File: src/ebl_consts.svh
`ifndef EBL_CONSTS_SVH
`define EBL_CONSTS_SVH

// ----------------------------------------
// Register offsets (byte addresses)
// ----------------------------------------
`define EBL_OFF_CTRL 12'h000
`define EBL_OFF_TIMING 12'h004
`define EBL_OFF_ADDR 12'h008
`define EBL_OFF_WDATA 12'h00c
`define EBL_OFF_CMD 12'h010
`define EBL_OFF_STATUS 12'h014
`define EBL_OFF_RDATA 12'h018

// ----------------------------------------
// Field positions and reset values
// ----------------------------------------
`define EBL_CTRL_W 10
`define EBL_TIM_W 30
`define EBL_CTRL_RST 10'h202
`define EBL_TIM_RST 30'h39e7_9238
`define EBL_CMD_START 0
`define EBL_CMD_WRITE 1
`define EBL_ST_BUSY 0
`define EBL_ST_ERR 1
`define EBL_ST_DONE 2

// ----------------------------------------
// Port-size codes and idle pad levels
// ----------------------------------------
`define EBL_DSZ_16LO 3'h1
`define EBL_DSZ_16HI 3'h2
`define EBL_DSZ_32 3'h3
`define EBL_DSZ_8B0 3'h4
`define EBL_DSZ_8B1 3'h5
`define EBL_DSZ_8B3 3'h7
`define EBL_STRB_IDLE 8'hff

`endif

File: src/ebl_pkg.sv
package ebl_pkg;

	// ----------------------------------------
	// Types
	// ----------------------------------------
	// Access configuration, as stored in the control register
	typedef struct packed {
		logic [3:0] len;
		logic [1:0] div;
		logic [2:0] port_size_code;
		logic mux;
	} ebl_cfg_t;

	// Strobe windows in bus-clock cycles: on at start, off at end
	typedef struct packed {
		logic [2:0] be_off;
		logic [2:0] be_on;
		logic [2:0] we_off;
		logic [2:0] we_on;
		logic [2:0] oe_off;
		logic [2:0] oe_on;
		logic [2:0] adv_off;
		logic [2:0] adv_on;
		logic [2:0] cs_off;
		logic [2:0] cs_on;
	} ebl_tim_t;

	// Control strobes toward the memory, all active low
	typedef struct packed {
		logic chip_select_n;
		logic write_enable_n;
		logic output_enable_n;
		logic address_valid_n;
		logic [3:0] byte_lane_enable_n;
	} ebl_strb_t;

	typedef enum logic [2:0] {
		ST_IDLE = 3'b001,
		ST_WAIT = 3'b010,
		ST_RUN = 3'b100
	} ebl_state_t;

endpackage

File: src/ebl_top.sv
// The implementer's own choices: the register offsets and register access over APB.
`timescale 1ns/1ps
`include "ebl_consts.svh"
module ebl_top (
	input wire logic pclk,
	input wire logic presetn,
	input wire logic psel,
	input wire logic penable,
	input wire logic pwrite,
	input wire logic [11:0] paddr,
	input wire logic [31:0] pwdata,
	output logic pready,
	output logic [31:0] prdata,
	output logic pslverr,
	output logic bus_clk,
	output ebl_pkg::ebl_strb_t strobe,
	output logic [9:0] addr_hi,
	output logic [15:0] da_o,
	output logic [1:0] da_oe_n,
	input wire logic [15:0] da_i,
	output logic [15:0] nand_shared_data_pins_o,
	output logic [1:0] nand_shared_data_pins_oe_n,
	input wire logic [15:0] nand_shared_data_pins_i,
	input wire logic nand_busy,
	output logic nand_claim,
	output logic [15:0] d_hi_o,
	output logic [1:0] d_hi_oe_n,
	input wire logic [15:0] d_hi_i
);
	import ebl_pkg::*;

	// ----------------------------------------
	// Helpers
	// ----------------------------------------
	// Byte lanes used by a mode; zero marks an unsupported code
	function automatic logic [3:0] lane_mask(input logic mux,
		input logic [2:0] port_size_code);
		lane_mask = 4'h0;
		if (mux) begin
			if (port_size_code == `EBL_DSZ_16LO) lane_mask = 4'h3;
			if (port_size_code == `EBL_DSZ_32) lane_mask = 4'hf;
		end else begin
			case (port_size_code)
				`EBL_DSZ_8B0: lane_mask = 4'h1;
				`EBL_DSZ_8B1: lane_mask = 4'h2;
				`EBL_DSZ_8B3: lane_mask = 4'h8;
				`EBL_DSZ_16LO: lane_mask = 4'h3;
				`EBL_DSZ_16HI: lane_mask = 4'hc;
				`EBL_DSZ_32: lane_mask = 4'hf;
				default: lane_mask = 4'h0;
			endcase
		end
	endfunction

	// Shared pads carry the low half when separate, the high when muxed
	function automatic logic uses_nand(input ebl_cfg_t c);
		logic [3:0] m;
		m = lane_mask(c.mux, c.port_size_code);
		uses_nand = c.mux ? (|m[3:2]) : (|m[1:0]);
	endfunction

	function automatic logic win(input logic [3:0] c,
		input logic [2:0] on, input logic [2:0] off);
		win = (c >= {1'b0, on}) && (c < {1'b0, off});
	endfunction

	// ----------------------------------------
	// APB slave
	// ----------------------------------------
	ebl_cfg_t ctrl_q, ctrl_d;
	ebl_tim_t tim_q, tim_d;
	logic [31:0] addr_q, addr_d, wdat_q, wdat_d, rdat_q, rdat_d;
	logic [31:0] prdata_d;
	logic pready_d, pslverr_d, acc, wr, start, dir_req;
	logic err_q, err_d, done_q, done_d, err_set, done_set;
	ebl_state_t state_q, state_d;

	// One wait state keeps pready, prdata and pslverr registered
	always_comb begin
		acc = psel && penable && pready;
		wr = acc && pwrite;
		pready_d = psel && penable && !pready;
		ctrl_d = ctrl_q;
		tim_d = tim_q;
		addr_d = addr_q;
		wdat_d = wdat_q;
		start = wr && (paddr == `EBL_OFF_CMD) && pwdata[`EBL_CMD_START];
		dir_req = pwdata[`EBL_CMD_WRITE];
		if (wr && paddr == `EBL_OFF_CTRL)
			ctrl_d = ebl_cfg_t'(pwdata[`EBL_CTRL_W-1:0]);
		if (wr && paddr == `EBL_OFF_TIMING)
			tim_d = ebl_tim_t'(pwdata[`EBL_TIM_W-1:0]);
		if (wr && paddr == `EBL_OFF_ADDR)
			addr_d = pwdata;
		if (wr && paddr == `EBL_OFF_WDATA)
			wdat_d = pwdata;
		// Sticky flags: an event in the clearing cycle still sets
		err_d = err_q;
		done_d = done_q;
		if (wr && paddr == `EBL_OFF_STATUS) begin
			if (pwdata[`EBL_ST_ERR]) err_d = 1'b0;
			if (pwdata[`EBL_ST_DONE]) done_d = 1'b0;
		end
		if (err_set) err_d = 1'b1;
		if (done_set) done_d = 1'b1;
		prdata_d = 32'h0000_0000;
		pslverr_d = 1'b0;
		case (paddr)
			`EBL_OFF_CTRL: prdata_d[`EBL_CTRL_W-1:0] = ctrl_q;
			`EBL_OFF_TIMING: prdata_d[`EBL_TIM_W-1:0] = tim_q;
			`EBL_OFF_ADDR: prdata_d = addr_q;
			`EBL_OFF_WDATA: prdata_d = wdat_q;
			`EBL_OFF_CMD: prdata_d = 32'h0000_0000;
			`EBL_OFF_STATUS: prdata_d = {29'h0, done_q, err_q,
				state_q != ST_IDLE};
			`EBL_OFF_RDATA: prdata_d = rdat_q;
			default: pslverr_d = pready_d;
		endcase
		if (!pready_d) prdata_d = 32'h0000_0000;
	end

	always_ff @(posedge pclk or negedge presetn) begin
		if (!presetn) begin
			pready <= 1'b0;
			prdata <= 32'h0000_0000;
			pslverr <= 1'b0;
			ctrl_q <= `EBL_CTRL_RST;
			tim_q <= `EBL_TIM_RST;
			addr_q <= 32'h0000_0000;
			wdat_q <= 32'h0000_0000;
			err_q <= 1'b0;
			done_q <= 1'b0;
		end else begin
			pready <= pready_d;
			prdata <= prdata_d;
			pslverr <= pslverr_d;
			ctrl_q <= ctrl_d;
			tim_q <= tim_d;
			addr_q <= addr_d;
			wdat_q <= wdat_d;
			err_q <= err_d;
			done_q <= done_d;
		end
	end

	// ----------------------------------------
	// Bus clock divider
	// ----------------------------------------
	logic [1:0] dcnt_q, dcnt_d;
	logic [2:0] half;
	logic tick, bclk_d;

	// Divide 0 cannot toggle from a flop at pclk rate; pin stays high
	always_comb begin
		tick = (dcnt_q == ctrl_q.div);
		dcnt_d = tick ? 2'd0 : dcnt_q + 2'd1;
		half = ({1'b0, ctrl_q.div} + 3'd1) >> 1;
		bclk_d = (ctrl_q.div == 2'd0) || ({1'b0, dcnt_d} < half);
	end

	always_ff @(posedge pclk or negedge presetn) begin
		if (!presetn) begin
			dcnt_q <= 2'd0;
			bus_clk <= 1'b1;
		end else begin
			dcnt_q <= dcnt_d;
			bus_clk <= bclk_d;
		end
	end

	// ----------------------------------------
	// Access sequencer and lane mapping
	// ----------------------------------------
	ebl_cfg_t cfg_q, cfg_d;
	ebl_tim_t tw_q, tw_d;
	ebl_strb_t strb_d;
	logic [3:0] cyc_q, cyc_d, last, m, lm;
	logic [31:0] aq_q, aq_d, wq_q, wq_d, cap;
	logic dir_q, dir_d, claim_d, aph;
	logic [15:0] lo_in, hi_in, da_d, nd_d, dh_d;
	logic [1:0] da_oe_d, nd_oe_d, dh_oe_d, lo_en, hi_en;
	logic [9:0] ahi_d;

	always_comb begin
		state_d = state_q;
		cfg_d = cfg_q;
		tw_d = tw_q;
		aq_d = aq_q;
		wq_d = wq_q;
		dir_d = dir_q;
		cyc_d = cyc_q;
		rdat_d = rdat_q;
		err_set = 1'b0;
		done_set = 1'b0;
		lm = lane_mask(ctrl_q.mux, ctrl_q.port_size_code);
		m = lane_mask(cfg_q.mux, cfg_q.port_size_code);
		last = (cfg_q.len == 4'd0) ? 4'd0 : cfg_q.len - 4'd1;
		lo_in = cfg_q.mux ? da_i : nand_shared_data_pins_i;
		hi_in = cfg_q.mux ? nand_shared_data_pins_i : d_hi_i;
		cap = {hi_in, lo_in} & {{8{m[3]}}, {8{m[2]}},
			{8{m[1]}}, {8{m[0]}}};
		case (state_q)
			ST_IDLE: begin
				if (start && lm == 4'h0) err_set = 1'b1;
				else if (start) begin
					cfg_d = ctrl_q;
					tw_d = tim_q;
					aq_d = addr_q;
					wq_d = wdat_q;
					dir_d = dir_req;
					state_d = ST_WAIT;
				end
			end
			ST_WAIT: begin
				err_set = start;
				// Wait for the NAND side to leave the shared pads
				if (tick && !(uses_nand(cfg_q) && nand_busy)) begin
					cyc_d = 4'd0;
					state_d = ST_RUN;
				end
			end
			ST_RUN: begin
				err_set = start;
				if (tick && cyc_q == last) begin
					rdat_d = dir_q ? rdat_q : cap;
					done_set = 1'b1;
					state_d = ST_IDLE;
				end else if (tick) begin
					cyc_d = cyc_q + 4'd1;
				end
			end
			default: state_d = ST_IDLE;
		endcase
		claim_d = (state_d == ST_RUN) && uses_nand(cfg_q);
		// Pad image for the bus cycle that starts at this edge
		aph = cfg_q.mux && win(cyc_d, tw_q.adv_on, tw_q.adv_off);
		strb_d.chip_select_n = !win(cyc_d, tw_q.cs_on, tw_q.cs_off);
		strb_d.address_valid_n = !win(cyc_d, tw_q.adv_on, tw_q.adv_off);
		strb_d.write_enable_n = !(dir_q &&
			win(cyc_d, tw_q.we_on, tw_q.we_off));
		strb_d.output_enable_n = !(!dir_q &&
			win(cyc_d, tw_q.oe_on, tw_q.oe_off));
		strb_d.byte_lane_enable_n =
			win(cyc_d, tw_q.be_on, tw_q.be_off) ? ~m : 4'hf;
		lo_en = dir_q ? m[1:0] : 2'b00;
		hi_en = dir_q ? m[3:2] : 2'b00;
		ahi_d = aq_q[25:16];
		da_d = aq_q[15:0];
		nd_d = wq_q[15:0];
		dh_d = wq_q[31:16];
		nd_oe_d = ~lo_en;
		dh_oe_d = ~hi_en;
		da_oe_d = 2'b11;
		if (!cfg_q.mux) begin
			if (cfg_q.port_size_code == `EBL_DSZ_32)
				ahi_d[9] = 1'b0;
			if (cfg_q.port_size_code != `EBL_DSZ_32 && cfg_q.port_size_code != `EBL_DSZ_16HI)
				da_oe_d = 2'b00;
		end else begin
			// Shared pads: address phase, then data phase
			dh_oe_d = 2'b11;
			if (cfg_q.port_size_code == `EBL_DSZ_32) ahi_d = 10'h000;
			if (aph) begin
				da_oe_d = 2'b00;
				nd_d = {7'h00, aq_q[24:16]};
				nd_oe_d = (cfg_q.port_size_code == `EBL_DSZ_32) ? 2'b00 : 2'b11;
			end else begin
				da_d = wq_q[15:0];
				da_oe_d = ~lo_en;
				nd_d = wq_q[31:16];
				nd_oe_d = ~hi_en;
			end
		end
	end

	// Pads load only on a tick so, at a nonzero divide, every change meets a bus-clock rise
	always_ff @(posedge pclk or negedge presetn) begin
		if (!presetn) begin
			state_q <= ST_IDLE;
			cfg_q <= `EBL_CTRL_RST;
			tw_q <= `EBL_TIM_RST;
			aq_q <= 32'h0000_0000;
			wq_q <= 32'h0000_0000;
			dir_q <= 1'b0;
			cyc_q <= 4'd0;
			rdat_q <= 32'h0000_0000;
			strobe <= `EBL_STRB_IDLE;
			addr_hi <= 10'h000;
			da_o <= 16'h0000;
			da_oe_n <= 2'b11;
			nand_shared_data_pins_o <= 16'h0000;
			nand_shared_data_pins_oe_n <= 2'b11;
			d_hi_o <= 16'h0000;
			d_hi_oe_n <= 2'b11;
			nand_claim <= 1'b0;
		end else begin
			state_q <= state_d;
			cfg_q <= cfg_d;
			tw_q <= tw_d;
			aq_q <= aq_d;
			wq_q <= wq_d;
			dir_q <= dir_d;
			cyc_q <= cyc_d;
			rdat_q <= rdat_d;
			nand_claim <= claim_d;
			if (state_d != ST_RUN) begin
				strobe <= `EBL_STRB_IDLE;
				da_oe_n <= 2'b11;
				nand_shared_data_pins_oe_n <= 2'b11;
				d_hi_oe_n <= 2'b11;
			end else if (tick) begin
				strobe <= strb_d;
				addr_hi <= ahi_d;
				da_o <= da_d;
				da_oe_n <= da_oe_d;
				nand_shared_data_pins_o <= nd_d;
				nand_shared_data_pins_oe_n <= nd_oe_d;
				d_hi_o <= dh_d;
				d_hi_oe_n <= dh_oe_d;
			end
		end
	end

	// ----------------------------------------
	// Checks
	// ----------------------------------------
	logic [1:0] gap_q;
	logic dchg_q;
	logic run;

	// Cycles since the last tick, and whether the divider was rewritten
	always_ff @(posedge pclk or negedge presetn) begin
		if (!presetn) begin
			gap_q <= 2'd0;
			dchg_q <= 1'b1;
		end else begin
			gap_q <= tick ? 2'd0 : gap_q + 2'd1;
			dchg_q <= (wr && paddr == `EBL_OFF_CTRL) ? 1'b1 :
				(tick ? 1'b0 : dchg_q);
		end
	end

	assign run = (state_q == ST_RUN);
endmodule

File: config.mk
export PLATFORM = sky130hd
export DESIGN_NAME = ebl_top
export DESIGN_NICKNAME = d
export VERILOG_FILES = /design/src/ebl_pkg.sv /design/src/ebl_top.sv
export VERILOG_INCLUDE_DIRS = /design/src /design/src/src
export SDC_FILE = /design/constraint.sdc
export NUM_CORES = 1
export LEC_CHECK = 0
export BUFFER_PORTS_ARGS = -buffer_cell sky130_fd_sc_hd__buf_2
export CAP_MARGIN = 20
export CORE_MARGIN = 10
export CORE_UTILIZATION = 53
export CTS_CLUSTER_DIAMETER = 60
export DETAILED_ROUTE_END_ITERATION = 10
export PLACE_DENSITY = 0.81
export SYNTH_ARGS = -nofsm -noshare
export SYNTH_HDL_FRONTEND = slang
export SYNTH_SLANG_ARGS = --single-unit
File: constraint.sdc
create_clock -name pclk -period 4.3 [get_ports pclk]
set_clock_uncertainty 0.1 [all_clocks]
set_input_delay 1.075 -clock pclk [delete_from_list [all_inputs] [get_ports pclk]]
set_output_delay 1.075 -clock pclk [all_outputs]
set_load 0.1 [all_outputs]
==> results of run 1 <==
==> final cells by class <==
| type | count | share of cell area (%) |
|---|---|---|
| Antenna cell | 4 | 0.05326 |
| Clock buffer | 58 | 5.992 |
| Clock inverter | 9 | 0.5792 |
| Inverter | 35 | 0.6990 |
| Multi-Input combinational cell | 884 | 35.47 |
| Sequential cell | 352 | 47.22 |
| Tap cell | 390 | 2.596 |
| Timing Repair Buffer | 242 | 7.390 |
==> worst max path at each step <==
stage | end | depth (start not counted) | from
after global routing | da_o[2] | 13 | cfg_q[6]
after CTS | da_oe_n[0] | 14 | cyc_q[0]
final | da_oe_n[0] | 14 | cyc_q[0]
after global placement | ctrl_q[5] | 6 | paddr[7]
after floorplan | nand_shared_data_pins_o[4] | 16 | cyc_q[0]
after detailed placement | da_oe_n[1] | 14 | cyc_q[0]
==> report_power, final <==
part	internal, µW	switching, µW	leakage (µW)	total [µW]
registers	3320	1.25	0.00450	3320
logic	50.3	121	0.00372	172
clock network	1920	1310	0.000607	3230
total	5290	1430	0.00883	6720
==> per-layer routing <==
metal  track usage (%)  share of wire, %
met5                 0             0.014
met2             37.17                45
met3             5.671                10
met1             34.85                42
met4             6.672               2.5
==> synth_stat cells, types with 3 or more instances <==
master | n | share of area, %
dfrtp_1 | 300 | 47
mux2_2 | 201 | 14
nand2_1 | 116 | 2.7
nor2_1 | 67 | 1.6
a21oi_1 | 61 | 1.9
clkbuf_1 | 61 | 1.4
a22oi_1 | 57 | 2.7
dfstp_2 | 52 | 8.5
o21ai_0 | 36 | 1.1
mux2i_1 | 35 | 2.2
a31oi_1 | 34 | 1.3
inv_1 | 33 | 0.77
ha_1 | 29 | 2.3
buf_2 | 27 | 0.84
o31ai_1 | 26 | 1.2
o211ai_1 | 23 | 1.1
nor3_1 | 21 | 0.65
and2_1 | 20 | 0.78
nand3_1 | 17 | 0.53
a32oi_1 | 16 | 0.87
nor2b_1 | 13 | 0.51
nor4_1 | 12 | 0.47
a311oi_1 | 10 | 0.54
nand2b_1 | 10 | 0.39
o31ai_2 | 8 | 0.62
a21o_1 | 7 | 0.33
a222oi_1 | 7 | 0.44
buf_6 | 5 | 0.35
or2_2 | 5 | 0.19
xor2_1 | 4 | 0.22
and3_1 | 3 | 0.12
buf_1 | 3 | 0.070
nand3b_1 | 3 | 0.14
nor3b_1 | 3 | 0.14
o21ai_1 | 3 | 0.093
==> per-stage QoR <==
step / setup slack (ns) / area (µm²) / instances / total power, µW / utilization [%]
5_1_grt: 0.2636 / 18780 / 1970 / 6892 / 63.04
6_report: 0.5106 / 18790 / 1974 / 6719 / 63.08
2_1_floorplan: 0.2384 / 16090 / 1368 / 3408 / -
3_5_place_dp: 0.5942 / 17550 / 1903 / 3551 / 58.90
4_1_cts: 0.5414 / 18780 / 1970 / 6750 / 63.04
3_3_place_gp: 0.6892 / 17550 / 1903 / 3547 / 58.90
==> sequential cells by signal, indices dropped and copies added (netlist names), 10 cells and up <==
signal	cells
addr_hi	10
rdat_q	32
d_hi_o	16
wdat_q	32
tim_q	30
wq_q	32
addr_q	32
aq_q	26
nand_shared_data_pins_o	16
prdata	32
da_o	16
tw_q	30
ctrl_q	10
==> worst reg2reg max path, delay by kind of cell (launching register included) <==
kind	cells	cell delay (ns)
AOI/OAI and AO/OA	9	1.63
and+or+nand+nor	2	0.67
buffers and inverters	2	0.56
DFF	1	0.48
adders and majority gates	1	0.29
==> kinds of logic (layout without fill, tap and decap cells) <==
kind of cell | count (synthesis) | count (layout) | synth area share [%]
fa+ha+maj | 29 | 29 | 2.256
flops | 352 | 352 | 55.16
simple gates | 301 | 301 | 8.711
compound gates | 312 | 312 | 13.75
other cells | 0 | 4 | 0
xor+xnor | 6 | 6 | 0.3267
buf+inv | 132 | 344 | 3.547
mux | 236 | 236 | 16.25
==> results.json, run 1 <==
{
  "routed-via-count": 12311,
  "async_flop_share_pct": 100.0,
  "timing.fmax_mhz": 263.9,
  "ys_ff_latch": 352,
  "grt_max_degree": 98,
  "timing.rr.start": "cyc_q[0]",
  "postCtsHoldBufs": 0,
  "cp_data_arrival_time_ns": 4.15,
  "irDropWorstVdd_mv": 0.2261,
  "reg2reg_to": "da_oe_n[0]",
  "cp-start-kind": "flip-flop",
  "seqCellArea_um2": 8875,
  "setup_viol": 0,
  "fin_setup_tns_ns": 0,
  "p_leak_uw": 0.008826,
  "syn_inst": 1368,
  "wl_mm": 48.33,
  "worst_ep_required_time_ns": 4.66,
  "synth_area_um2": 16090,
  "rows": 63,
  "path_cells": "or4_4 -> a21oi_2 -> a311o_2 -> a211oi_2 -> buf_4 -> a22o_1 -> ha_1 -> a21o_1 -> a21oi_1 -> nor2_1 -> o2111ai_2 -> buf_4 -> o221ai_1 -> a21oi_1",
  "synth-edff-count": 0,
  "ys_warn_count": 0,
  "layout_commonest_cell": "dfrtp_1",
  "via_per_inst": 6.237,
  "ys_types": 68,
  "port_buffers": 205,
  "fp.dieH_um": 194.2,
  "r2r_slack_ns": 0.51,
  "antenna_found_initial": 2,
  "yosysSeqAreaShare_pct": 55.16,
  "gr-total-overflow": 0,
  "worst-setup-path-type": "reg -> reg",
  "root_buffer": "clkbuf_16",
  "clockBufferDepth": 3,
  "worst_pin_slew_ns": 1.081,
  "holdPathStages": 2,
  "max_cap_violations": 0,
  "htree_levels": 2,
  "nFillCells": 2272,
  "clkLatencyLatePin_ns": 0.53,
  "io_pins": 206,
  "cts_tree": "built",
  "powerDensity_nw_per_um2": 357.5,
  "place_hpwl_mm": 34.26,
  "area_delta_synth_final_pct": 16.83,
  "die_x_um": 194.2,
  "hold_viol": 0,
  "die_area_um2": 37720,
  "grt_pass1_wl_mm": 73.78,
  "clk_pin_slew_worst_paths_ns": 0.06,
  "crit_slowest_cell": "or4_4",
  "crit_family": "compound AO/OA/AOI/OAI gates",
  "syn_nets": 1495,
  "layout_common_cells": "dfrtp_1, buf_2, mux2_2",
  "grt_util_all_layers_pct": 24.62,
  "hp-class": "reg -> reg",
  "core-area_um2": 29800,
  "cts.sinks": 352,
  "post-cts-setup-buffers": 0,
  "cp_num_buf_inv": 2,
  "final_nets": 1679,
  "drcViolationCount": 0,
  "cp_slowest_stage_delay_ns": 0.58,
  "grt_pass1_vias": 12205,
  "avgSynthCellArea_um2": 11.76,
  "cp_max_fo": 34,
  "layout-drive-gt1-share_pct": 37.09,
  "status": "finished clean",
  "slew_headroom_pct": 27.28,
  "gp_congestion": 0.9297,
  "wl_per_cell_um": 24.48,
  "drt_first_pass_iters": 5,
  "numCtsBuffers": 37,
  "cts-resized-gates": 0,
  "whs_endpoint": "d_hi_o[11]",
  "start_util_pct": 53.99,
  "holdWs_ns": 0.3630,
  "finalCritPeriodShare_pct": 88.13,
  "multi_input_area_um2": 6666,
  "drt_iter0_drc": 1365,
  "antenna_left": 0,
  "worstHoldStart": "d_hi_o[11]",
  "ys.flop_type": "dfrtp_1",
  "rsz0062_at_grt": "no",
  "period_needed_ns": 3.789,
  "cp-end-kind": "flip-flop",
  "reg2regPathDepth": 14,
  "final_max_slew_viol_count": 0
}
No activity file was read; power rests on OpenSTA's default activity.
==> run 2, diff against run 1 <==
==> constraint.sdc (replaced) <==
create_clock -name pclk -period 4.3 [get_ports pclk]
set_clock_uncertainty 0.1 [all_clocks]
set_input_delay 0.215 -clock pclk [delete_from_list [all_inputs] [get_ports pclk]]
set_output_delay 0.215 -clock pclk [all_outputs]
set_load 0.1 [all_outputs]
==> results.json, run 2 (synthesis gave the netlist of run 1 again) <==
{
  "grt_util_met3_pct": 4.945,
  "max_cap_violations": 0,
  "drt_iter0_drc": 1531,
  "fp.dieH_um": 194.2,
  "nFillCells": 2225,
  "crit_family": "compound AO/OA/AOI/OAI gates",
  "drt_first_pass_iters": 6,
  "powerDensity_nw_per_um2": 347.5,
  "holdPathStages": 3,
  "fin_setup_tns_ns": 0,
  "rows": 63,
  "cp_num_buf_inv": 1,
  "worst_pin_slew_ns": 1.045,
  "die_x_um": 194.2,
  "worst-setup-path-type": "reg -> reg",
  "hold_viol": 0,
  "grt_max_degree": 135,
  "layout_common_cells": "dfrtp_1, buf_2, mux2_2",
  "die_area_um2": 37720,
  "numCtsBuffers": 37,
  "cts-resized-gates": 0,
  "seqCellArea_um2": 8875,
  "cp_slowest_stage_delay_ns": 0.57,
  "clockBufferDepth": 3,
  "reg2reg_to": "da_o[10]",
  "root_buffer": "clkbuf_16",
  "top_usage_layer": "met2",
  "cp-start-kind": "flip-flop",
  "gp_congestion": 0.8986,
  "groute.layer.met1.usage_pct": 35.96,
  "final_area_um2": 19490,
  "slew_headroom_pct": 30.31,
  "timing.rr.start": "cyc_q[0]",
  "crit_cells": 14,
  "layout-drive-gt1-share_pct": 35.41,
  "grt_pass1_vias": 12714,
  "core-area_um2": 29800,
  "finalCritPeriodShare_pct": 88.28,
  "area_delta_synth_final_pct": 21.19,
  "cts_tree": "built",
  "cp_data_arrival_time_ns": 4.13,
  "reg2regPathDepth": 14,
  "critPathLaunch": "cyc_q[0]",
  "grt_util_all_layers_pct": 25.69,
  "post-cts-setup-buffers": 0,
  "timing.fmax_mhz": 263.4,
  "layout_commonest_cell": "dfrtp_1",
  "wl_per_cell_um": 24.52,
  "cp_max_fo": 27,
  "p_leak_uw": 0.009121,
  "antenna_left": 0,
  "io_pins": 206,
  "setup_viol": 0,
  "status": "finished clean",
  "port_buffers": 205,
  "endpoint": "da_o[10]",
  "via_per_inst": 6.203,
  "rsz0062_at_grt": "no",
  "wl_mm": 50.20,
  "postCtsHoldBufs": 75,
  "clkLatencyLatePin_ns": 0.52,
  "fin_util_pct": 65.43,
  "routed-via-count": 12698,
  "hp-class": "in -> reg",
  "start_util_pct": 53.99,
  "drcViolationCount": 0,
  "gr-total-overflow": 0,
  "cp-end-kind": "flip-flop",
  "grt_pass1_wl_mm": 77.51,
  "placed_cell_area_um2": 17500,
  "crit_slowest_cell": "or4_4",
  "final_max_slew_viol_count": 0,
  "htree_levels": 2,
  "worst_ep_required_time_ns": 4.63,
  "antenna_found_initial": 2,
  "path_cells": "or4_4 -> a21oi_2 -> a311o_2 -> a32oi_2 -> and2_1 -> ha_1 -> nand2b_1 -> a21o_1 -> a21oi_1 -> nor2_1 -> o2111ai_2 -> buf_4 -> o211ai_1 -> a31oi_1",
  "clk_pin_slew_worst_paths_ns": 0.06,
  "multi_input_area_um2": 6666,
  "grt_util_met2_pct": 39.12,
  "final_nets": 1754,
  "period_needed_ns": 3.796,
  "cts.sinks": 352,
  "place_hpwl_mm": 34.12,
  "irDropWorstVdd_mv": 0.2758,
  "r2r_slack_ns": 0.50
}
==> run 2: cell count changes in the layout (fill, tap and decap cells not counted), moves of 2 or more <==
cell,change
dlygate4sd3_1,+75
buf_12,-4
buf_4,+4
clkbuf_8,+3
clkinv_2,-3
diode_2,-2
==> run 2: metal layers <==
layer | part of all wire (%) | vias to the layer above | routed length (µm)
met5 | 0 | - | 0
met4 | 3.3 | 0 | 1677
met3 | 9.1 | 100 | 4545
met2 | 45 | 681 | 22680
met1 | 42 | 6398 | 21300
li1 | - | 5519 | -
==> run 2: per-stage QoR <==
stage	total power (µW)	hold WS (ns)	setup slack (ns)	std cells
floorplan	3408	-0.1806	0.2384	1368
global placement	3546	0.1188	0.6268	1903
detailed placement	3550	0.1282	0.5248	1903
CTS	6806	0.006005	0.5242	2045
global route	6970	0.007213	0.2075	2046
finish	6774	0.001472	0.5040	2047
==> run 2: how the worst min path moves through the flow <==
| stage | slack (ns) | from | end |
|---|---|---|---|
| after detailed placement | 0.13 | presetn | aq_q[4] |
| final | 0.001 | da_i[6] | rdat_q[6] |
| after floorplan | -0.18 | presetn | addr_hi[0] |
| after global placement | 0.12 | presetn | aq_q[4] |
| after CTS | 0.006 | nand_shared_data_pins_i[3] | rdat_q[3] |
| after global routing | 0.007 | nand_shared_data_pins_i[10] | rdat_q[26] |
==> run 2: worst reg2reg max path, stage by stage, from the launching register on <==
cell	delay (ns)
dfrtp_1	0.49
or4_4	0.58
a21oi_2	0.17
a311o_2	0.19
a32oi_2	0.25
and2_1	0.26
ha_1	0.26
nand2b_1	0.13
a21o_1	0.17
a21oi_1	0.13
nor2_1	0.07
o2111ai_2	0.17
buf_4	0.39
o211ai_1	0.14
a31oi_1	0.21
==> run 2: area by class of cell <==
class | instances | share of cell area, %
Multi-Input combinational cell | 884 | 34.20
Clock inverter | 6 | 0.3722
Sequential cell | 352 | 45.52
Timing Repair Buffer | 317 | 10.72
Clock buffer | 61 | 5.988
Antenna cell | 2 | 0.02567
Tap cell | 390 | 2.503
Inverter | 35 | 0.6739
==> run 2: where the power goes <==
part           leakage (µW)  internal, µW  total, µW  switching [µW]
Clock              0.000607          1920       3220            1310
Combinational       0.00401          93.2        232             139
Sequential          0.00450          3320       3320            1.21
Total               0.00912          5330       6770            1450
==> run 3, diff against run 2 <==
Settings changed: ABC_AREA set to 1, CORE_UTILIZATION 53 to 52, PLACE_DENSITY 0.81 to 0.8.
==> results.json, run 3 <==
{
  "place_hpwl_mm": 35.09,
  "gp_congestion": 0.9332,
  "timing.fmax_mhz": 263.0,
  "wl_mm": 49.52,
  "synth_compound_area_share_pct": 11.86,
  "placed_cell_area_um2": 17160,
  "period_needed_ns": 3.802,
  "die_area_um2": 37780,
  "powerDensity_nw_per_um2": 349.8,
  "grt_util_met3_pct": 5.558,
  "hp-class": "in -> reg",
  "top_usage_layer": "met2",
  "ys_warn_count": 0,
  "core-area_um2": 29800,
  "irDropWorstVdd_mv": 0.2406,
  "final_area_um2": 19210,
  "max_cap_violations": 0,
  "cts.sinks": 352,
  "synth_adder_area_share_pct": 2.295,
  "cts_tree": "built",
  "synth_top_area_cell": "dfrtp_1",
  "area_delta_synth_final_pct": 21.47,
  "antennaDiodeCount": 0,
  "worst_ep_required_time_ns": 4.62,
  "finalPower_uw": 6719,
  "drt_iter0_drc": 1572,
  "start_util_pct": 53.07,
  "fin_setup_tns_ns": 0,
  "groute.layer.met1.usage_pct": 34.67,
  "worst_pin_slew_ns": 1.137,
  "die_x_um": 194.4,
  "cp_max_fo": 28,
  "yosysMostFrequentCell": "nand2_1",
  "syn_nets": 1870,
  "crit_slowest_cell": "and2_1",
  "synth_top_family_by_area": "simple AND/OR/NAND/NOR gates",
  "grt_pass1_vias": 13635,
  "gr-total-overflow": 0,
  "avgSynthCellArea_um2": 9.072,
  "layout_commonest_cell": "nand2_1",
  "synth_area_leaders": "dfrtp_1, nand2_1, dfstp_2, o21ai_0, inv_1",
  "grt_max_degree": 125,
  "synth-edff-count": 0,
  "clockBufferDepth": 3,
  "ys.flop_type": "dfrtp_1",
  "wl_per_cell_um": 20.46,
  "layout_common_cells": "nand2_1, dfrtp_1, buf_2",
  "ys_ff_latch": 352,
  "final_nets": 2129,
  "violations": "negative hold slack",
  "ys_types": 45,
  "htree_levels": 2,
  "final_max_slew_viol_count": 0,
  "rows": 63,
  "p_leak_uw": 0.009528,
  "synth_area_um2": 15810,
  "synthTopCellsByCount": "nand2_1, dfrtp_1, inv_1",
  "grt_util_met2_pct": 40.28,
  "worstHoldStart": "pwdata[4]",
  "root_buffer": "clkbuf_16",
  "grt_pass1_wl_mm": 77.59,
  "layout-drive-gt1-share_pct": 20.68,
  "place_inst": 2271,
  "fp.dieH_um": 194.4,
  "io_pins": 206,
  "antenna_found_initial": 0,
  "via_per_inst": 5.628,
  "synth_simple_gate_area_share_pct": 17.53,
  "clk_pin_slew_worst_paths_ns": 0.06,
  "grt_util_all_layers_pct": 25.56,
  "slew_headroom_pct": 23.43,
  "cp_slowest_stage_delay_ns": 0.45,
  "clkLatencyLatePin_ns": 0.54,
  "finish.cell_count_without_fillers": 2421,
  "whs_endpoint": "ctrl_q[4]",
  "holdWs_ns": -0.005731,
  "async_flop_share_pct": 100.0,
  "path_cells": "xnor2_1 -> and2_1 -> nand4_1 -> nand4_1 -> nor2_4 -> o21ai_2 -> ha_1 -> a21boi_0 -> o21a_1 -> o21bai_1 -> nor2_2 -> nand2_1 -> buf_4 -> nand3b_1 -> nand3_1 -> nand2_1",
  "setup_viol": 0,
  "post-cts-setup-buffers": 0,
  "r2r_slack_ns": 0.50,
  "yosysSeqAreaShare_pct": 56.12,
  "syn_inst": 1743,
  "antenna_left": 0,
  "cp-start-kind": "flip-flop",
  "synth_mux_area_share_pct": 4.352,
  "yosysTopAreaCellShare_pct": 47.48,
  "drcViolationCount": 0,
  "drt_first_pass_iters": 6,
  "reg2reg_to": "da_o[14]",
  "reg2regPathDepth": 16,
  "cp-end-kind": "flip-flop",
  "port_buffers": 205,
  "holdPathStages": 3,
  "timing.rr.start": "ctrl_q[5]",
  "worst-setup-path-type": "reg -> reg",
  "status": "finished with violations",
  "rsz0062_at_grt": "no",
  "cp_data_arrival_time_ns": 4.13,
  "hold_viol": 1,
  "synthXorXnorAreaFrac_pct": 0.2769,
  "finalCritPeriodShare_pct": 88.42,
  "routed-via-count": 13626,
  "numCtsBuffers": 37
}
==> run 3: power by group <==
part	switching (µW)	internal [µW]	total (µW)
sequential	0.890	3320	3320
combinational	137	94.3	231
clock	1310	1860	3170
==> run 3: cell families (layout without fill, tap and decap cells) <==
logic type	after synthesis	in the layout
AO/OA/AOI/OAI	332	332
XOR/XNOR	5	5
adder cells (fa/ha/maj)	29	29
buffers and inverters	299	587
flip-flops	352	352
multiplexers	62	62
AND/OR/NAND/NOR	664	664
==> run 3: worst max path at each step <==
stage / from / end / slack, ns / cells after the start
after global placement: ctrl_q[5] / da_o[15] / 0.45 / 16
after global routing: ctrl_q[5] / nand_shared_data_pins_oe_n[1] / 0.17 / 17
after detailed placement: ctrl_q[5] / da_o[14] / 0.23 / 16
after floorplan: pready / da_o[10] / 0.27 / 19
after CTS: ctrl_q[5] / nand_shared_data_pins_o[14] / 0.19 / 14
final: ctrl_q[5] / da_o[14] / 0.50 / 16
==> run 3: stage by stage <==
step,utilization [%],worst slack (ns)
2_1_floorplan,-,0.2657
3_3_place_gp,57.58,0.4547
3_5_place_dp,57.58,0.2320
4_1_cts,64.30,0.1871
5_1_grt,64.47,0.1691
6_report,64.47,0.4981
==> run 3: area by class of cell <==
class | instances | area, µm²
repair buffers | 312 | 2092
clock buffers | 61 | 1087
well taps | 390 | 488.0
fillers | 2433 | 10590
multi-input cells | 1092 | 5776
inverters | 207 | 777.0
flip-flops and latches | 352 | 8875
clock inverters | 7 | 113.9
==> run 3: layer usage <==
layer | share of wire [%] | vias to the layer above
li1 | - | 6212
met5 | 0 | -
met1 | 42 | 6672
met2 | 46 | 662
met3 | 8.9 | 80
met4 | 2.7 | 0
==> run 3: critical path: cells and delay by family (launching register included) <==
family,cells,cell delay (ns)
and+or+nand+nor,9,1.60
adders and majority gates,1,0.30
DFF,1,0.43
xor gates and xnor gates,1,0.18
buffers and inverters,1,0.33
AOI/OAI and AO/OA,4,0.75
==> run 3: timing repair <==
item | 4_1_cts | 5_1_grt
endpoints found under the setup margin | 0 | 26
hold buffers | 80 | 0
hold endpoints to repair | 215 | 0
resized for setup | 0 | 2
